**config.mk**
```make
export PLATFORM = sky130hd
export DESIGN_NAME = sfdpr_top
export DESIGN_NICKNAME = d
export VERILOG_FILES = /design/src/inc/sfdpr_pkg.sv /design/src/inc/sfdpr_rom_if.sv /design/src/rtl/sfdpr_top.sv /design/src/rtl/sfdpr_rom.sv /design/src/rtl/sfdpr_erase_dec.sv
export SDC_FILE = /design/constraint.sdc
export NUM_CORES = 1
export LEC_CHECK = 0
export BUFFER_PORTS_ARGS = -buffer_cell sky130_fd_sc_hd__buf_4
export CAP_MARGIN = 10
export CORE_ASPECT_RATIO = 1.2
export CORE_MARGIN = 2
export CORE_UTILIZATION = 57
export CTS_CLUSTER_SIZE = 20
export DETAILED_ROUTE_END_ITERATION = 6
export PLACE_DENSITY = 0.77
export SLEW_MARGIN = 10
export SYNTH_ARGS = -nofsm -noshare
export SYNTH_HDL_FRONTEND = slang
export SYNTH_SLANG_ARGS = --single-unit
```
**constraint.sdc**
```tcl
create_clock -name mclk -period 2.52 [get_ports mclk]
set_input_delay 0.126 -clock mclk [delete_from_list [all_inputs] [get_ports mclk]]
set_output_delay 0.126 -clock mclk [all_outputs]
set_load 0.01 [all_outputs]
```
**src/inc/sfdpr_pkg.sv**
```systemverilog
package sfdpr_pkg;

   // Bus and table geometry.
   localparam int ADDR_WIDTH = 8;
   localparam int DATA_WIDTH = 8;
   localparam int TIME_WIDTH = 24;
   localparam int SEL_WIDTH  = 2;
   localparam int SECTORS    = 4;

   // Control registers of the read path.
   localparam logic [7:0] REG_PTR  = 8'h00;
   localparam logic [7:0] REG_DATA = 8'h01;
   localparam logic [7:0] REG_STAT = 8'h02;
   localparam logic [7:0] REG_SEL  = 8'h03;
   localparam logic [7:0] REG_TYP0 = 8'h04;
   localparam logic [7:0] REG_TYP1 = 8'h05;
   localparam logic [7:0] REG_TYP2 = 8'h06;
   localparam logic [7:0] REG_MAX0 = 8'h07;
   localparam logic [7:0] REG_MAX1 = 8'h08;
   localparam logic [7:0] REG_MAX2 = 8'h09;
   localparam int STAT_IN_TABLE = 0;
   localparam int STAT_OVERRUN  = 1;
   localparam logic [7:0] PTR_RESET = 8'h10;
   localparam logic [1:0] SEL_RESET = 2'h0;

   // Parameter table offsets.
   localparam logic [7:0] OFS_MODE_FLAGS  = 8'h10;
   localparam logic [7:0] OFS_RSVD_A1     = 8'h11;
   localparam logic [7:0] OFS_RSVD_A2     = 8'h12;
   localparam logic [7:0] OFS_RSVD_A3     = 8'h13;
   localparam logic [7:0] OFS_RSVD_B0     = 8'h14;
   localparam logic [7:0] OFS_RSVD_B1     = 8'h15;
   localparam logic [7:0] OFS_DUAL_CYC    = 8'h16;
   localparam logic [7:0] OFS_DUAL_OPC    = 8'h17;
   localparam logic [7:0] OFS_RSVD_C0     = 8'h18;
   localparam logic [7:0] OFS_RSVD_C1     = 8'h19;
   localparam logic [7:0] OFS_QUAD_CYC    = 8'h1A;
   localparam logic [7:0] OFS_QUAD_OPC    = 8'h1B;
   localparam logic [7:0] OFS_S1_SIZE     = 8'h1C;
   localparam logic [7:0] OFS_S1_OPC      = 8'h1D;
   localparam logic [7:0] OFS_S2_SIZE     = 8'h1E;
   localparam logic [7:0] OFS_S2_OPC      = 8'h1F;
   localparam logic [7:0] OFS_S3_SIZE     = 8'h20;
   localparam logic [7:0] OFS_S3_OPC      = 8'h21;
   localparam logic [7:0] OFS_S4_SIZE     = 8'h22;
   localparam logic [7:0] OFS_S4_OPC      = 8'h23;
   localparam logic [7:0] OFS_ERASE_B0    = 8'h24;
   localparam logic [7:0] OFS_ERASE_B1    = 8'h25;
   localparam logic [7:0] OFS_ERASE_B2    = 8'h26;
   localparam logic [7:0] OFS_ERASE_B3    = 8'h27;

   // Parameter table contents.
   localparam logic [7:0] VAL_MODE_FLAGS = 8'hEE;
   localparam logic [7:0] VAL_ONES       = 8'hFF;
   localparam logic [7:0] VAL_ABSENT     = 8'h00;
   localparam logic [7:0] VAL_S1_SIZE    = 8'h0C;
   localparam logic [7:0] VAL_S1_OPC     = 8'h20;
   localparam logic [7:0] VAL_S2_SIZE    = 8'h10;
   localparam logic [7:0] VAL_S2_OPC     = 8'hD8;

   // Erase time encoding.
   localparam logic [1:0] ET_UNIT_1MS   = 2'b00;
   localparam logic [1:0] ET_UNIT_16MS  = 2'b01;
   localparam logic [1:0] ET_UNIT_128MS = 2'b10;
   localparam logic [1:0] ET_UNIT_1S    = 2'b11;
   localparam logic [TIME_WIDTH-1:0] MS_1    = 24'h00_0001;
   localparam logic [TIME_WIDTH-1:0] MS_16   = 24'h00_0010;
   localparam logic [TIME_WIDTH-1:0] MS_128  = 24'h00_0080;
   localparam logic [TIME_WIDTH-1:0] MS_1000 = 24'h00_03E8;
   localparam logic [TIME_WIDTH-1:0] ET_MAX_FACTOR = 24'h00_0002;
   localparam logic [4:0] ET1_CNT     = 5'b00100;
   localparam logic [4:0] ET2_CNT     = 5'b11110;
   localparam logic [4:0] ET_RSVD_CNT = 5'b11111;
   localparam logic [3:0] ET_MULT     = 4'b0010;
   localparam int ET_FIELD_BASE = 4;
   localparam int ET_FIELD_STEP = 7;
   localparam logic [31:0] ERASE_DWORD = {ET_UNIT_1S, ET_RSVD_CNT, ET_UNIT_1S, ET_RSVD_CNT,
                                          ET_UNIT_16MS, ET2_CNT, ET_UNIT_16MS, ET1_CNT, ET_MULT};

endpackage : sfdpr_pkg

```
**src/inc/sfdpr_rom_if.sv**
```systemverilog
`timescale 1ns/1ps
interface sfdpr_rom_if;
   import sfdpr_pkg::*;
   logic [ADDR_WIDTH-1:0] addr;
   logic [DATA_WIDTH-1:0] data;
   logic                  hit;
   modport rom  (input addr, output data, output hit);
   modport user (output addr, input data, input hit);
endinterface : sfdpr_rom_if

```
**src/rtl/sfdpr_top.sv**
```systemverilog
// Strobed register access is this design's own decision.
`timescale 1ns/1ps
// Behaviour
// (RL1) Byte 10h reads EEh, no fast modes.
// (RL2) Reserved bytes 11h-15h, 18h, 19h read FFh.
// (RL3) Bytes 16h, 17h read FFh, no all-dual.
// (RL4) Bytes 1Ah, 1Bh read FFh, no four-lane.
// (RL5) Byte 1Ch reads 0Ch, 4 kB sector.
// (RL6) Byte 1Dh reads 20h erase opcode.
// (RL7) Byte 1Eh reads 10h, 64 kB sector.
// (RL8) Byte 1Fh reads D8h erase opcode.
// (RL9) Sectors three and four marked absent.
// (RL10) Unit codes mean 1, 16, 128, 1000 ms.
// (RL11) Typical time is (count+1) times unit.
// (RL12) Sector two erase takes 496 ms typical.
// (RL13) Sector three/four time fields all ones.
// (RL14) Multiplier field 0010b, byte 24h reads 42h.
// (RL15) Parameter reads auto-increment the address.
// (RL16) Host assembles dwords little-endian.
module sfdpr_top
   import sfdpr_pkg::*;
#(
   parameter int ADDR_W = ADDR_WIDTH,
   parameter int DATA_W = DATA_WIDTH,
   parameter int TIME_W = TIME_WIDTH
)(
   // Clock and reset.
   input  wire logic              mclk,
   input  wire logic              srst,
   // Register port.
   input  wire logic [ADDR_W-1:0] addr,
   input  wire logic [DATA_W-1:0] wr_data,
   input  wire logic              wr_en,
   input  wire logic              rd_en,
   output logic      [DATA_W-1:0] rd_data
);
   // The table and the byte-wide port are fixed at eight bits.
   if (ADDR_W != ADDR_WIDTH || DATA_W != DATA_WIDTH) begin : g_chk_bus
      $error("sfdpr_top: bus widths must stay at eight bits");
   end
   if (TIME_W < 21 || TIME_W > 3 * DATA_WIDTH) begin : g_chk_time
      $error("sfdpr_top: TIME_W must lie in 21..24");
   end

   logic [ADDR_W-1:0] ptr_reg;
   logic [ADDR_W-1:0] ptr_next;
   logic [1:0]        sel_reg;
   logic [1:0]        sel_next;
   logic              ovr_reg;
   logic              ovr_next;
   logic [DATA_W-1:0] rd_data_reg;
   logic [DATA_W-1:0] rd_data_next;

   // Two lookups: one for direct reads, one behind the stream pointer.
   sfdpr_rom_if bus_lk ();
   sfdpr_rom_if ptr_lk ();

   assign bus_lk.addr = addr;
   assign ptr_lk.addr = ptr_reg;

   sfdpr_rom u_rom_bus (
      .lk (bus_lk)
   );

   sfdpr_rom u_rom_ptr (
      .lk (ptr_lk)
   );

   // Erase times decoded for every sector type, chosen by the select.
   logic [TIME_W-1:0] typ_ms [SECTORS];
   logic [TIME_W-1:0] max_ms [SECTORS];

   for (genvar k = 0; k < SECTORS; k++) begin : g_dec
      localparam int B = ET_FIELD_BASE + k * ET_FIELD_STEP;
      sfdpr_erase_dec #(
         .TIME_W (TIME_W)
      ) u_dec (
         .unit   (ERASE_DWORD[B+6:B+5]),
         .cnt    (ERASE_DWORD[B+4:B]),
         .mult   (ERASE_DWORD[3:0]),
         .typ_ms (typ_ms[k]),
         .max_ms (max_ms[k])
      );
   end

   logic [23:0] typ_sel;
   logic [23:0] max_sel;

   assign typ_sel = 24'(typ_ms[sel_reg]);
   assign max_sel = 24'(max_ms[sel_reg]);

   logic data_rd;
   logic ptr_wr;
   logic stat_wr;

   assign data_rd = rd_en && (addr == REG_DATA);
   assign ptr_wr  = wr_en && (addr == REG_PTR);
   assign stat_wr = wr_en && (addr == REG_STAT);

   always_comb begin
      ptr_next = ptr_reg;
      sel_next = sel_reg;
      ovr_next = ovr_reg;
      if (ptr_wr) begin
         ptr_next = wr_data;
      end else if (data_rd) begin
         ptr_next = ptr_reg + 8'h01; // RL15
      end
      if (wr_en && addr == REG_SEL) begin
         sel_next = wr_data[1:0];
      end
      // A stream read past the table beats a clear in the same cycle.
      if (stat_wr && wr_data[STAT_OVERRUN]) begin
         ovr_next = 1'b0;
      end
      if (data_rd && !ptr_lk.hit) begin
         ovr_next = 1'b1;
      end
   end

   // Read data stands only in the cycle after the read strobe.
   always_comb begin
      rd_data_next = '0;
      if (rd_en) begin
         case (addr)
            REG_PTR:  rd_data_next = ptr_reg;
            REG_DATA: rd_data_next = ptr_lk.data; // RL15
            REG_STAT: begin
               rd_data_next[STAT_IN_TABLE] = ptr_lk.hit;
               rd_data_next[STAT_OVERRUN]  = ovr_reg;
            end
            REG_SEL:  rd_data_next = {6'h00, sel_reg};
            REG_TYP0: rd_data_next = typ_sel[7:0]; // RL11
            REG_TYP1: rd_data_next = typ_sel[15:8];
            REG_TYP2: rd_data_next = typ_sel[23:16];
            REG_MAX0: rd_data_next = max_sel[7:0]; // RL14
            REG_MAX1: rd_data_next = max_sel[15:8];
            REG_MAX2: rd_data_next = max_sel[23:16];
            default:  rd_data_next = bus_lk.data;
         endcase
      end
   end

   always_ff @(posedge mclk) begin
      if (srst) begin
         ptr_reg     <= PTR_RESET;
         sel_reg     <= SEL_RESET;
         ovr_reg     <= 1'b0;
         rd_data_reg <= '0;
      end else begin
         ptr_reg     <= ptr_next;
         sel_reg     <= sel_next;
         ovr_reg     <= ovr_next;
         rd_data_reg <= rd_data_next;
      end
   end

   assign rd_data = rd_data_reg;
endmodule : sfdpr_top

```
**src/rtl/sfdpr_rom.sv**
```systemverilog
`timescale 1ns/1ps
module sfdpr_rom
   import sfdpr_pkg::*;
(
   // Lookup port.
   sfdpr_rom_if.rom lk
);
   always_comb begin
      lk.hit = 1'b1;
      case (lk.addr)
         OFS_MODE_FLAGS: lk.data = VAL_MODE_FLAGS; // RL1
         OFS_RSVD_A1, OFS_RSVD_A2, OFS_RSVD_A3,
         OFS_RSVD_B0, OFS_RSVD_B1,
         OFS_RSVD_C0, OFS_RSVD_C1: lk.data = VAL_ONES; // RL2
         OFS_DUAL_CYC, OFS_DUAL_OPC: lk.data = VAL_ONES; // RL3
         OFS_QUAD_CYC, OFS_QUAD_OPC: lk.data = VAL_ONES; // RL4
         OFS_S1_SIZE: lk.data = VAL_S1_SIZE; // RL5
         OFS_S1_OPC: lk.data = VAL_S1_OPC; // RL6
         OFS_S2_SIZE: lk.data = VAL_S2_SIZE; // RL7
         OFS_S2_OPC: lk.data = VAL_S2_OPC; // RL8
         OFS_S3_SIZE, OFS_S4_SIZE: lk.data = VAL_ABSENT; // RL9
         OFS_S3_OPC, OFS_S4_OPC: lk.data = VAL_ONES; // RL9
         OFS_ERASE_B0: lk.data = ERASE_DWORD[7:0]; // RL14
         OFS_ERASE_B1: lk.data = ERASE_DWORD[15:8]; // RL12
         OFS_ERASE_B2: lk.data = ERASE_DWORD[23:16]; // RL13
         OFS_ERASE_B3: lk.data = ERASE_DWORD[31:24]; // RL13
         default: begin
            lk.hit  = 1'b0;
            lk.data = VAL_ABSENT;
         end
      endcase
   end
endmodule : sfdpr_rom

```
**src/rtl/sfdpr_erase_dec.sv**
```systemverilog
`timescale 1ns/1ps
module sfdpr_erase_dec
   import sfdpr_pkg::*;
#(
   parameter int TIME_W = TIME_WIDTH
)(
   // Encoded fields.
   input  wire logic [1:0]        unit,
   input  wire logic [4:0]        cnt,
   input  wire logic [3:0]        mult,
   // Decoded times in milliseconds.
   output logic      [TIME_W-1:0] typ_ms,
   output logic      [TIME_W-1:0] max_ms
);
   // The worst case, 32 s times a 32x factor, needs 20 bits; the check asks for 21.
   if (TIME_W < 21) begin : g_chk
      $error("sfdpr_erase_dec: TIME_W too small");
   end

   logic [TIME_W-1:0] unit_ms;

   always_comb begin
      case (unit)
         ET_UNIT_1MS:   unit_ms = TIME_W'(MS_1); // RL10
         ET_UNIT_16MS:  unit_ms = TIME_W'(MS_16);
         ET_UNIT_128MS: unit_ms = TIME_W'(MS_128);
         default:       unit_ms = TIME_W'(MS_1000);
      endcase
      typ_ms = TIME_W'((TIME_W'(cnt) + TIME_W'(1)) * unit_ms); // RL11
      max_ms = TIME_W'(TIME_W'(ET_MAX_FACTOR) * (TIME_W'(mult) + TIME_W'(1)) * typ_ms); // RL14
   end
endmodule : sfdpr_erase_dec

```
==> run_results.csv, run 1 <==
group,metric,value,unit
sta,slew_violations,0,
setup_path,cp_num_buf_inv,1,
yosys,synth.area.mux_share,0.03488,
sta,worst_slew_pin_slew,0.5324,ns
placed_design,dp_cells,281,
routing,wirelength,4452,um
die,die_area,3546,um^2
placed_design,gp_congestion,0.8832,
yosys,synth_area,1758,um^2
setup_path,arrival,2.43,ns
clock_network,cts-buffers-inserted,3,
setup_path,crit_chain,"inv_1, ha_1, nor3_1, a211o_1, nand3_1, o311ai_2, o22ai_1",
finish,n_antenna_cell,0,
yosys,synth_compound_area_frac,0.2854,
power,pwr-share-comb,0.195,
yosys,synth_largest_area_cell,"dfxtp_1",
finish,nets,274,
routing,drc,0,
power,seqPwrFrac,0.528,
finish,regArea,380.4,um^2
yosys,ys_async_sr_fraction,0,
sta,relSlewSlack,0.6359,
placed_design,portBuffers,27,
yosys,synthCells,233,
yosys,synth_top_area_frac,0.2164,
clock_network,htree_num_levels,1,
global_route,first_global_vias,1564,
finish,multiInputGateArea,1279,um^2
yosys,synth-simple-area-share,0.3488,
yosys,ys_seq_area_frac,0.2164,
sta,fin_tns_setup,0,ns
die,die_h,64.84,um
yosys,synth_fa_ha_area_frac,0.02847,
outcome,outcome,"finished, final reports clean",
power,p_switching,0.1673,mW
yosys,synth.net_count,257,
setup_path,slowest_stage,"dfxtp_1",
finish,final_cell_mix,"buf_4 (29), nor2_1 (23), dfxtp_1 (19)",
finish,fin_cells,285,
global_route,grt_pass1_wl,7314,um
routing,wire_per_inst,15.62,um
clock_network,clk_latency,0.30,ns
setup_path,r2r_setup_slack,0.27,ns
sta,fmax,445.3,MHz
power,sw_frac_of_total,0.2910,
sta,fin_crit_sh,0.8911,
finish,area_growth,12.17,%
clock_network,path_clk_slew,0.12,ns
yosys,synth.avg_cell_area,7.545,um^2
placed_design,dp_hpwl,3365,um
yosys,yosysWarnings,0,
routing,drt.antenna.violating_nets,0,
die,die_x,54.70,um
sta,timing.final.crit_period,2.246,ns
sta,hold_violations,0,
power,clkPwrFrac,0.277,
finish,final_common_cell,"buf_4",
finish,drive_above_1_share,0.2048,
clock_network,cts_sinks,19,
routing,drt-pass1-iter-count,4,
sta,rsz0062_at_grt,"false",
setup_path,crit_required,2.71,ns
setup_path,start_kind,"flop",
global_route,antenna_found_initial,0,
power,p_leak,0.7268,nW
yosys,synth_xor_area_frac,0.02989,
yosys,yosys_register_bits,19,
yosys,ys_top_cells_by_area,"dfxtp_1 (22%), nor2_1 (4.9%), o22ai_1 (4.3%)",
finish,fill_cells,290,
routing,viasPerCell,6.365,
clock_network,clock-root-buffer,"clkbuf_4",
clock_network,cts_hold_buf,0,
setup_path,critPathMaxStageDelay,0.49,ns
power,peakVddDrop,0.3017,mV
die,rows,22,
yosys,synth_top_family_by_area,"simple AND/OR/NAND/NOR gates",
yosys,synth_enable_flop_cells,0,
clock_network,tritoncts,"built",
yosys,synth_flop_cell,"dfxtp_1",
setup_path,critical_path.max_fanout,8,
sta,finalSetupViolCount,0,
global_route,grt_max_degree,27,
yosys,synth_cell_types,63,
clock_network,cts_setup_buffers,0,
min_path,hold_class,"primary input to flop",
setup_path,critical_path_class,"flop to flop",
setup_path,end_kind,"flop",
placed_design,place_ws,0.3137,ns
sta,finalClockSkew,0.006577,ns
power,internal_power,0.4077,mW
clock_network,cts_resized,0,
setup_path,crit_family,"compound AO/OA/AOI/OAI gates",
routing,first_iter_violations,77,
job,cap_viol_max_count,0,
global_route,grt_overflow,0,
die,start_util,0.5859,
global_route,gr-usage-all-layers,0.2765,
sta,worst_slack,0.2744,ns
clock_network,clockBufferDepth,2,
routing,vias,1814,
die,io_pins,28,
power,powerDensity,291.6,nW/um^2
die,core_region_area,3000,um^2
power,p_total,0.5751,mW
==> routing by layer <==
metal  vias to the layer above  wire, um  GRT usage  part of all wire
met5                         -         0          0                 0
met4                         0        76    0.07813             0.017
met3                         8       239    0.03917             0.054
met2                        57      2173     0.4435              0.49
met1                       819      1962     0.3752              0.44
li1                        930         -          -                 -
==> power groups by stage <==
stage / Combinational [mW] / Clock [mW] / Sequential, mW
after global placement: 0.111 / 0 / 0.310
after CTS: 0.111 / 0.166 / 0.304
after detailed placement: 0.111 / 0 / 0.310
after floorplan: 0.0667 / 0 / 0.311
after global routing: 0.124 / 0.180 / 0.304
final: 0.112 / 0.159 / 0.304
==> final timing paths <==
kind / start / to / cells past startpoint
min reg2reg: ovr_reg / ovr_reg / 2
max: ptr_lk.addr[0] / rd_data[1] / 7
max reg2reg: ptr_lk.addr[0] / rd_data[1] / 7
min: wr_data[0] / sel_reg[0] / 3
==> stage by stage <==
step | util | instance area [um^2] | hold slack (ns)
global placement | 0.6480 | 1944 | 0.3712
floorplan | - | 1758 | 0.1970
CTS | 0.6572 | 1972 | 0.05635
detailed placement | 0.6480 | 1944 | 0.3772
finish | 0.6572 | 1972 | 0.06393
global route | 0.6572 | 1972 | 0.05451
==> logic make-up after synthesis <==
group,count (synthesis)
AOI/OAI and AO/OA,71
xor gates and xnor gates,6
adders and majority gates,4
buffers and inverters,23
DFF,19
muxes,6
and+or+nand+nor,104
==> synthesized netlist by cell type (2+ instances only) <==
cell,n
nor4_2,2
o211ai_1,6
clkbuf_2,2
mux2i_1,5
buf_2,2
xor2_1,4
and3b_1,2
ha_1,4
nand2_1,18
nor3_1,12
inv_1,6
or4b_2,3
o31ai_1,2
clkbuf_1,12
o21ai_0,11
o22ai_1,12
and4_1,2
a21oi_1,9
nand4_1,6
xnor2_1,2
nand2b_1,3
a31oi_1,4
nor4b_1,3
and2_1,2
nor2b_1,3
and3_1,5
nand3_1,4
or3_1,2
nor4_1,2
dfxtp_1,19
a21boi_0,2
nor2_1,23
a211oi_1,9
==> layout make-up <==
type	count	share of cell area
clock buffers	3	0.01142
clock inverters	1	0.002538
inverters	6	0.01142
multi-input cells	191	0.6485
flip-flops and latches	19	0.1929
well taps	36	0.02284
repair buffers	29	0.1104
==> worst register-to-register path, cell delays in order (launching register included) <==
cell	delay, ns
dfxtp_1	0.49
inv_1	0.11
ha_1	0.26
nor3_1	0.25
a211o_1	0.24
nand3_1	0.19
o311ai_2	0.45
o22ai_1	0.15
No activity file was read; power rests on OpenSTA's default activity.
==> run 2, diff against run 1 <==
ABC_AREA = 1   (was not set)
CORE_UTILIZATION = 50   (was 57)
PLACE_DENSITY = 0.69   (was 0.77)
clock period = 2.1 ns   (was 2.52 ns; I/O delays follow)
==> run 2 against run 1 <==
Total power increased by 28%. Clock skew is 0.0055 ns lower. Maximum frequency up 19%. Flip-flop and latch count unchanged. Clock power is 63% higher. Register-to-register slack got worse by 0.06 ns. Final cell count is 27% higher. Via count grew 8.7%. Global-route usage decreased by 2.8 points.
==> run_results.csv, run 2 <==
group,metric,value,unit
routing,drt-pass1-iter-count,4,
global_route,grt_overflow,0,
yosys,synth_fa_ha_area_frac,0.02821,
setup_path,cp_num_buf_inv,3,
sta,hold_violations,0,
yosys,synth_enable_flop_cells,0,
yosys,synth-simple-area-share,0.4690,
placed_design,portBuffers,27,
clock_network,cts-buffers-inserted,3,
setup_path,critical_path_class,"flop to flop",
finish,regArea,382.9,um^2
finish,final_cell_area,2077,um^2
yosys,synth_compound_area_frac,0.1678,
yosys,synth.area.mux_share,0,
global_route,gr-usage-all-layers,0.2487,
finish,final_cell_mix,"nand2_1 (64), inv_1 (37), nor2_1 (34)",
clock_network,cts_resized,0,
yosys,synth_flop_cell,"dfxtp_1",
clock_network,cts_setup_buffers,0,
finish,area_growth,17.07,%
finish,multiInputGateArea,1191,um^2
yosys,ys_seq_area_frac,0.2144,
setup_path,crit_required,2.26,ns
setup_path,cpMostUsedCell,"inv_1",
setup_path,crit_family,"simple AND/OR/NAND/NOR gates",
clock_network,tritoncts,"built",
yosys,synth_common_cells,"nand2_1 (64), inv_1 (37), nor2_1 (34), nand3_1 (29), dfxtp_1 (19)",
clock_network,cts_hold_buf,0,
setup_path,start_kind,"flop",
yosys,yosys_register_bits,19,
power,p_leak,1.070,nW
clock_network,clock-root-buffer,"clkbuf_8",
yosys,synth_top_family_by_area,"simple AND/OR/NAND/NOR gates",
die,die_x,58.38,um
yosys,synth_cell_types,37,
sta,fmax,529.4,MHz
clock_network,htree_num_levels,1,
clock_network,path_clk_slew,0.07,ns
yosys,yosysWarnings,0,
finish,drive_above_1_share,0.2222,
finish,final_common_cell,"nand2_1",
routing,drc,0,
global_route,antenna_found_initial,0,
sta,worst_slew_pin_slew,0.4982,ns
sta,rsz0062_at_grt,"false",
sta,fin_crit_sh,0.8996,
routing,wirelength,4816,um
setup_path,arrival,2.05,ns
routing,vias,1972,
job,cap_viol_max_count,0,
sta,relSlewSlack,0.6667,
sta,fin_tns_setup,0,ns
clock_network,clockBufferDepth,2,
routing,wire_per_inst,13.34,um
setup_path,critPathMaxStageDelay,0.38,ns
clock_network,clk_latency,0.26,ns
setup_path,end_kind,"flop",
placed_design,gp_congestion,0.9530,
placed_design,place_area,2026,um^2
die,core_region_area,3367,um^2
yosys,synth_xor_area_frac,0.004937,
die,die_area,4043,um^2
finish,nets,349,
yosys,synthCells,293,
die,io_pins,28,
yosys,yosysMostFrequentCell,"nand2_1",
power,powerDensity,354.5,nW/um^2
die,rows,23,
yosys,synth_largest_area_cell,"dfxtp_1",
finish,fill_cells,366,
yosys,ys_top_cells_by_area,"dfxtp_1 (21%), nand2_1 (14%), nand3_1 (8.2%)",
sta,slew_violations,0,
sta,finalSetupViolCount,0,
global_route,grt_pass1_wl,7976,um
global_route,first_global_vias,1802,
routing,first_iter_violations,138,
routing,drt.antenna.violating_nets,0,
die,start_util,0.5269,
yosys,synth.net_count,317,
min_path,hold_class,"primary input to flop",
clock_network,cts_sinks,19,
power,peakVddDrop,0.2701,mV
placed_design,dp_hpwl,3909,um
routing,viasPerCell,5.463,
setup_path,crit_chain,"inv_1, ha_1, inv_1, nand2_1, o21ai_1, a21oi_2, nor2_8, nand4_2, nand3_1, nand3_1, nand2_1, inv_1",
sta,finalClockSkew,0.001083,ns
die,die_h,69.26,um
setup_path,critical_path.max_fanout,9,
yosys,synth_area,1774,um^2
setup_path,slowest_stage,"dfxtp_2",
sta,timing.final.crit_period,1.889,ns
yosys,synth.avg_cell_area,6.055,um^2
finish,n_antenna_cell,0,
outcome,outcome,"finished, final reports clean",
power,p_total,0.7362,mW
yosys,synth_top_area_frac,0.2144,
global_route,grt_max_degree,12,
yosys,ys_async_sr_fraction,0,
-- run 2: changes by cell type after synthesis, sizes merged, moves of 6 or more --
cell / before / now
a211oi: 10 / 2
a21oi: 9 / 15
clkbuf: 14 / 0
inv: 6 / 49
nand2: 19 / 70
nand3: 4 / 32
nor2: 24 / 44
o21ai: 11 / 18
o22ai: 12 / 2
-- run 2: cells by family after synthesis --
logic type               Yosys count
AO/OA/AOI/OAI                     48
XOR/XNOR                           1
adder cells (fa/ha/maj)            4
buffers and inverters             53
flip-flops                        19
AND/OR/NAND/NOR                  168
-- run 2: layout make-up --
class | instances | area share
Inverter | 51 | 0.09277
Timing Repair Buffer | 29 | 0.1048
Clock buffer | 3 | 0.01988
Sequential cell | 19 | 0.1843
Clock inverter | 1 | 0.002410
Multi-Input combinational cell | 221 | 0.5735
Tap cell | 37 | 0.02229
-- run 2: worst register-to-register path: cells and delay by family (launching register included) --
| kind | cells | cell delay [ns] |
|---|---|---|
| DFF | 1 | 0.38 |
| AOI/OAI and AO/OA | 2 | 0.25 |
| and+or+nand+nor | 6 | 0.69 |
| adders and majority gates | 1 | 0.26 |
| buffers and inverters | 3 | 0.21 |
-- run 2: power by group --
part	switching (mW)	internal (mW)	total, mW
combinational	0.0650	0.0475	0.112
clock	0.127	0.132	0.259
sequential	0.00157	0.363	0.365
total	0.194	0.543	0.736
-- run 2: routing by layer --
layer | GRT usage | vias to the layer above | part of all wire
li1 | - | 1029 | -
met1 | 0.3134 | 864 | 0.42
met4 | 0.07235 | 0 | 0.024
met3 | 0.02799 | 11 | 0.050
met5 | 0 | - | 0
met2 | 0.4332 | 68 | 0.51
-- run 2: metrics by stage --
stage            util  hold WS (ns)  instances  setup slack, ns
2_1_floorplan       -        0.1741        293           0.3969
3_3_place_gp   0.6016        0.3420        357           0.1576
3_5_place_dp   0.6016        0.3401        357           0.1379
4_1_cts        0.6154       0.06082        361           0.1260
5_1_grt        0.6169       0.05747        361          0.04057
6_report       0.6169       0.07143        361           0.2109
-- run 2: path summary, 6_finish.rpt --
kind                                     start        endpoint  slack [ns]  cells after the start
worst max-delay path            ptr_lk.addr[0]      rd_data[4]        0.21                     12
worst min-delay path                      srst  ptr_lk.addr[5]        0.07                      2
worst max register to register  ptr_lk.addr[0]      rd_data[4]        0.21                     12
worst min register to register         ovr_reg         ovr_reg        0.51                      2
==> run 3, diff against run 2 <==
CORE_UTILIZATION = 53   (was 50)
PLACE_DENSITY = 0.72   (was 0.69)
==> run 3 against run 2 <==
Combinational power about the same. Largest power group unchanged. Final cell count shrank 0.28%. Worst hold slack worse by 0.0067 ns. Clock-buffer cell count unchanged. Via count up 0.41%. Sequential power about the same. Die area down 5.3%.
==> run_results.csv, run 3 (synthesis results as in run 2) <==
group,metric,value,unit
routing,viasPerCell,5.500,
sta,hold_violations,0,
setup_path,end_kind,"flop",
placed_design,place_area,2018,um^2
die,die_area,3828,um^2
routing,drt.antenna.violating_nets,0,
global_route,gr-usage-all-layers,0.2754,
sta,rsz0062_at_grt,"false",
sta,finalSetupViolCount,0,
clock_network,clockBufferDepth,2,
setup_path,r2r_cells,12,
routing,drt-pass1-iter-count,4,
finish,final_cell_mix,"nand2_1 (64), inv_1 (37), nor2_1 (34)",
sta,fin_crit_sh,0.8901,
finish,utilization,0.6335,
die,io_pins,28,
clock_network,cts-buffers-inserted,3,
sta,finalClockSkew,0.001791,ns
finish,drive_above_1_share,0.2198,
outcome,outcome,"finished, final reports clean",
clock_network,htree_num_levels,1,
clock_network,tritoncts,"built",
power,peakVddDrop,0.2958,mV
finish,final_common_cell,"nand2_1",
power,p_leak,1.066,nW
finish,area_growth,17.14,%
die,die_x,56.82,um
setup_path,r2r-start,"ptr_lk.addr[0]",
sta,timing.final.crit_period,1.869,ns
global_route,grt_overflow,0,
clock_network,path_clk_slew,0.08,ns
power,p_total,0.7423,mW
setup_path,rr_endpoint,"rd_data[6]",
setup_path,crit_required,2.27,ns
setup_path,critical_path_class,"flop to flop",
sta,fmax,535.0,MHz
routing,wire_per_inst,13.56,um
sta,fin_tns_setup,0,ns
min_path,whs_path_depth,2,
setup_path,critical_path.max_fanout,9,
routing,drc,0,
global_route,antenna_found_initial,0,
setup_path,start_kind,"flop",
die,die_h,67.38,um
routing,vias,1980,
clock_network,cts_sinks,19,
finish,nets,348,
finish,n_antenna_cell,0,
die,rows,23,
sta,worst_slew_pin_slew,0.5149,ns
routing,wirelength,4883,um
clock_network,clock-root-buffer,"clkbuf_8",
clock_network,cts_setup_buffers,0,
placed_design,gp_congestion,0.9211,
global_route,grt_pass1_wl,8231,um
min_path,whs_endpoint,"ptr_lk.addr[5]",
clock_network,cts_hold_buf,0,
global_route,grt_max_degree,12,
min_path,hold_class,"primary input to flop",
min_path,min_from,"srst",
die,start_util,0.5408,
power,powerDensity,357.2,nW/um^2
finish,final_cell_area,2078,um^2
global_route,first_global_vias,1840,
routing,first_iter_violations,148,
setup_path,r2r_setup_slack,0.23,ns
sta,relSlewSlack,0.6554,
placed_design,portBuffers,27,
die,core_region_area,3281,um^2
sta,slew_violations,0,
sta,hold-worst-slack,0.06473,ns
setup_path,arrival,2.04,ns
job,cap_viol_max_count,0,
placed_design,dp_hpwl,4040,um
clock_network,clk_latency,0.26,ns
==> run 3: worst max path at each step <==
stage	start	to	slack [ns]
after floorplan	ptr_lk.addr[0]	rd_data[7]	0.40
after global placement	ptr_lk.addr[0]	rd_data[7]	0.22
after detailed placement	ptr_lk.addr[0]	rd_data[6]	0.19
after CTS	ptr_lk.addr[0]	rd_data[6]	0.18
after global routing	ptr_lk.addr[0]	rd_data[6]	0.01
final	ptr_lk.addr[0]	rd_data[6]	0.23
==> run 3: routing by layer <==
layer | share of wire | GRT usage | up-vias
met5 | 0 | 0 | -
met4 | 0.026 | 0.1134 | 0
li1 | - | - | 1027
met3 | 0.046 | 0.04023 | 12
met2 | 0.51 | 0.5334 | 65
met1 | 0.42 | 0.2988 | 876
==> run 3: report_power, final <==
part	switching (mW)	internal, mW
combinational	0.0654	0.0466
clock	0.134	0.132
sequential	0.00144	0.363
total	0.200	0.542
==> run 3: what timing repair did <==
action                                  4_1_cts  5_1_grt
gates resized for setup                       0        4
endpoints found under the setup margin        0        6
endpoints found under the hold margin         0        0
==> run 3: critical path: stages (launching register included) <==
cell and delay, ns:
dfxtp_2 0.38, inv_1 0.09, ha_1 0.26, inv_1 0.07
nand2_1 0.06, o21ai_1 0.15, a21oi_2 0.11, nor2_8 0.18
nand4_1 0.14, nand3_1 0.13, nand3_1 0.09, nand2_1 0.07
inv_1 0.03
==> run 3: layout make-up <==
| type | count | area [um^2] |
|---|---|---|
| multi-input combinational | 221 | 1200 |
| clock inverter | 1 | 5.005 |
| inverter | 51 | 192.7 |
| fill | 351 | 1202 |
| timing repair buffer | 28 | 210.2 |
| sequential | 19 | 382.9 |
| tap | 37 | 46.29 |
| clock buffer | 3 | 41.29 |
==> run 3: through the flow <==
stage | worst slack (ns) | cells
2_1_floorplan | 0.3969 | 293
3_3_place_gp | 0.2185 | 356
3_5_place_dp | 0.1930 | 356
4_1_cts | 0.1795 | 360
5_1_grt | 0.009833 | 360
6_report | 0.2307 | 360
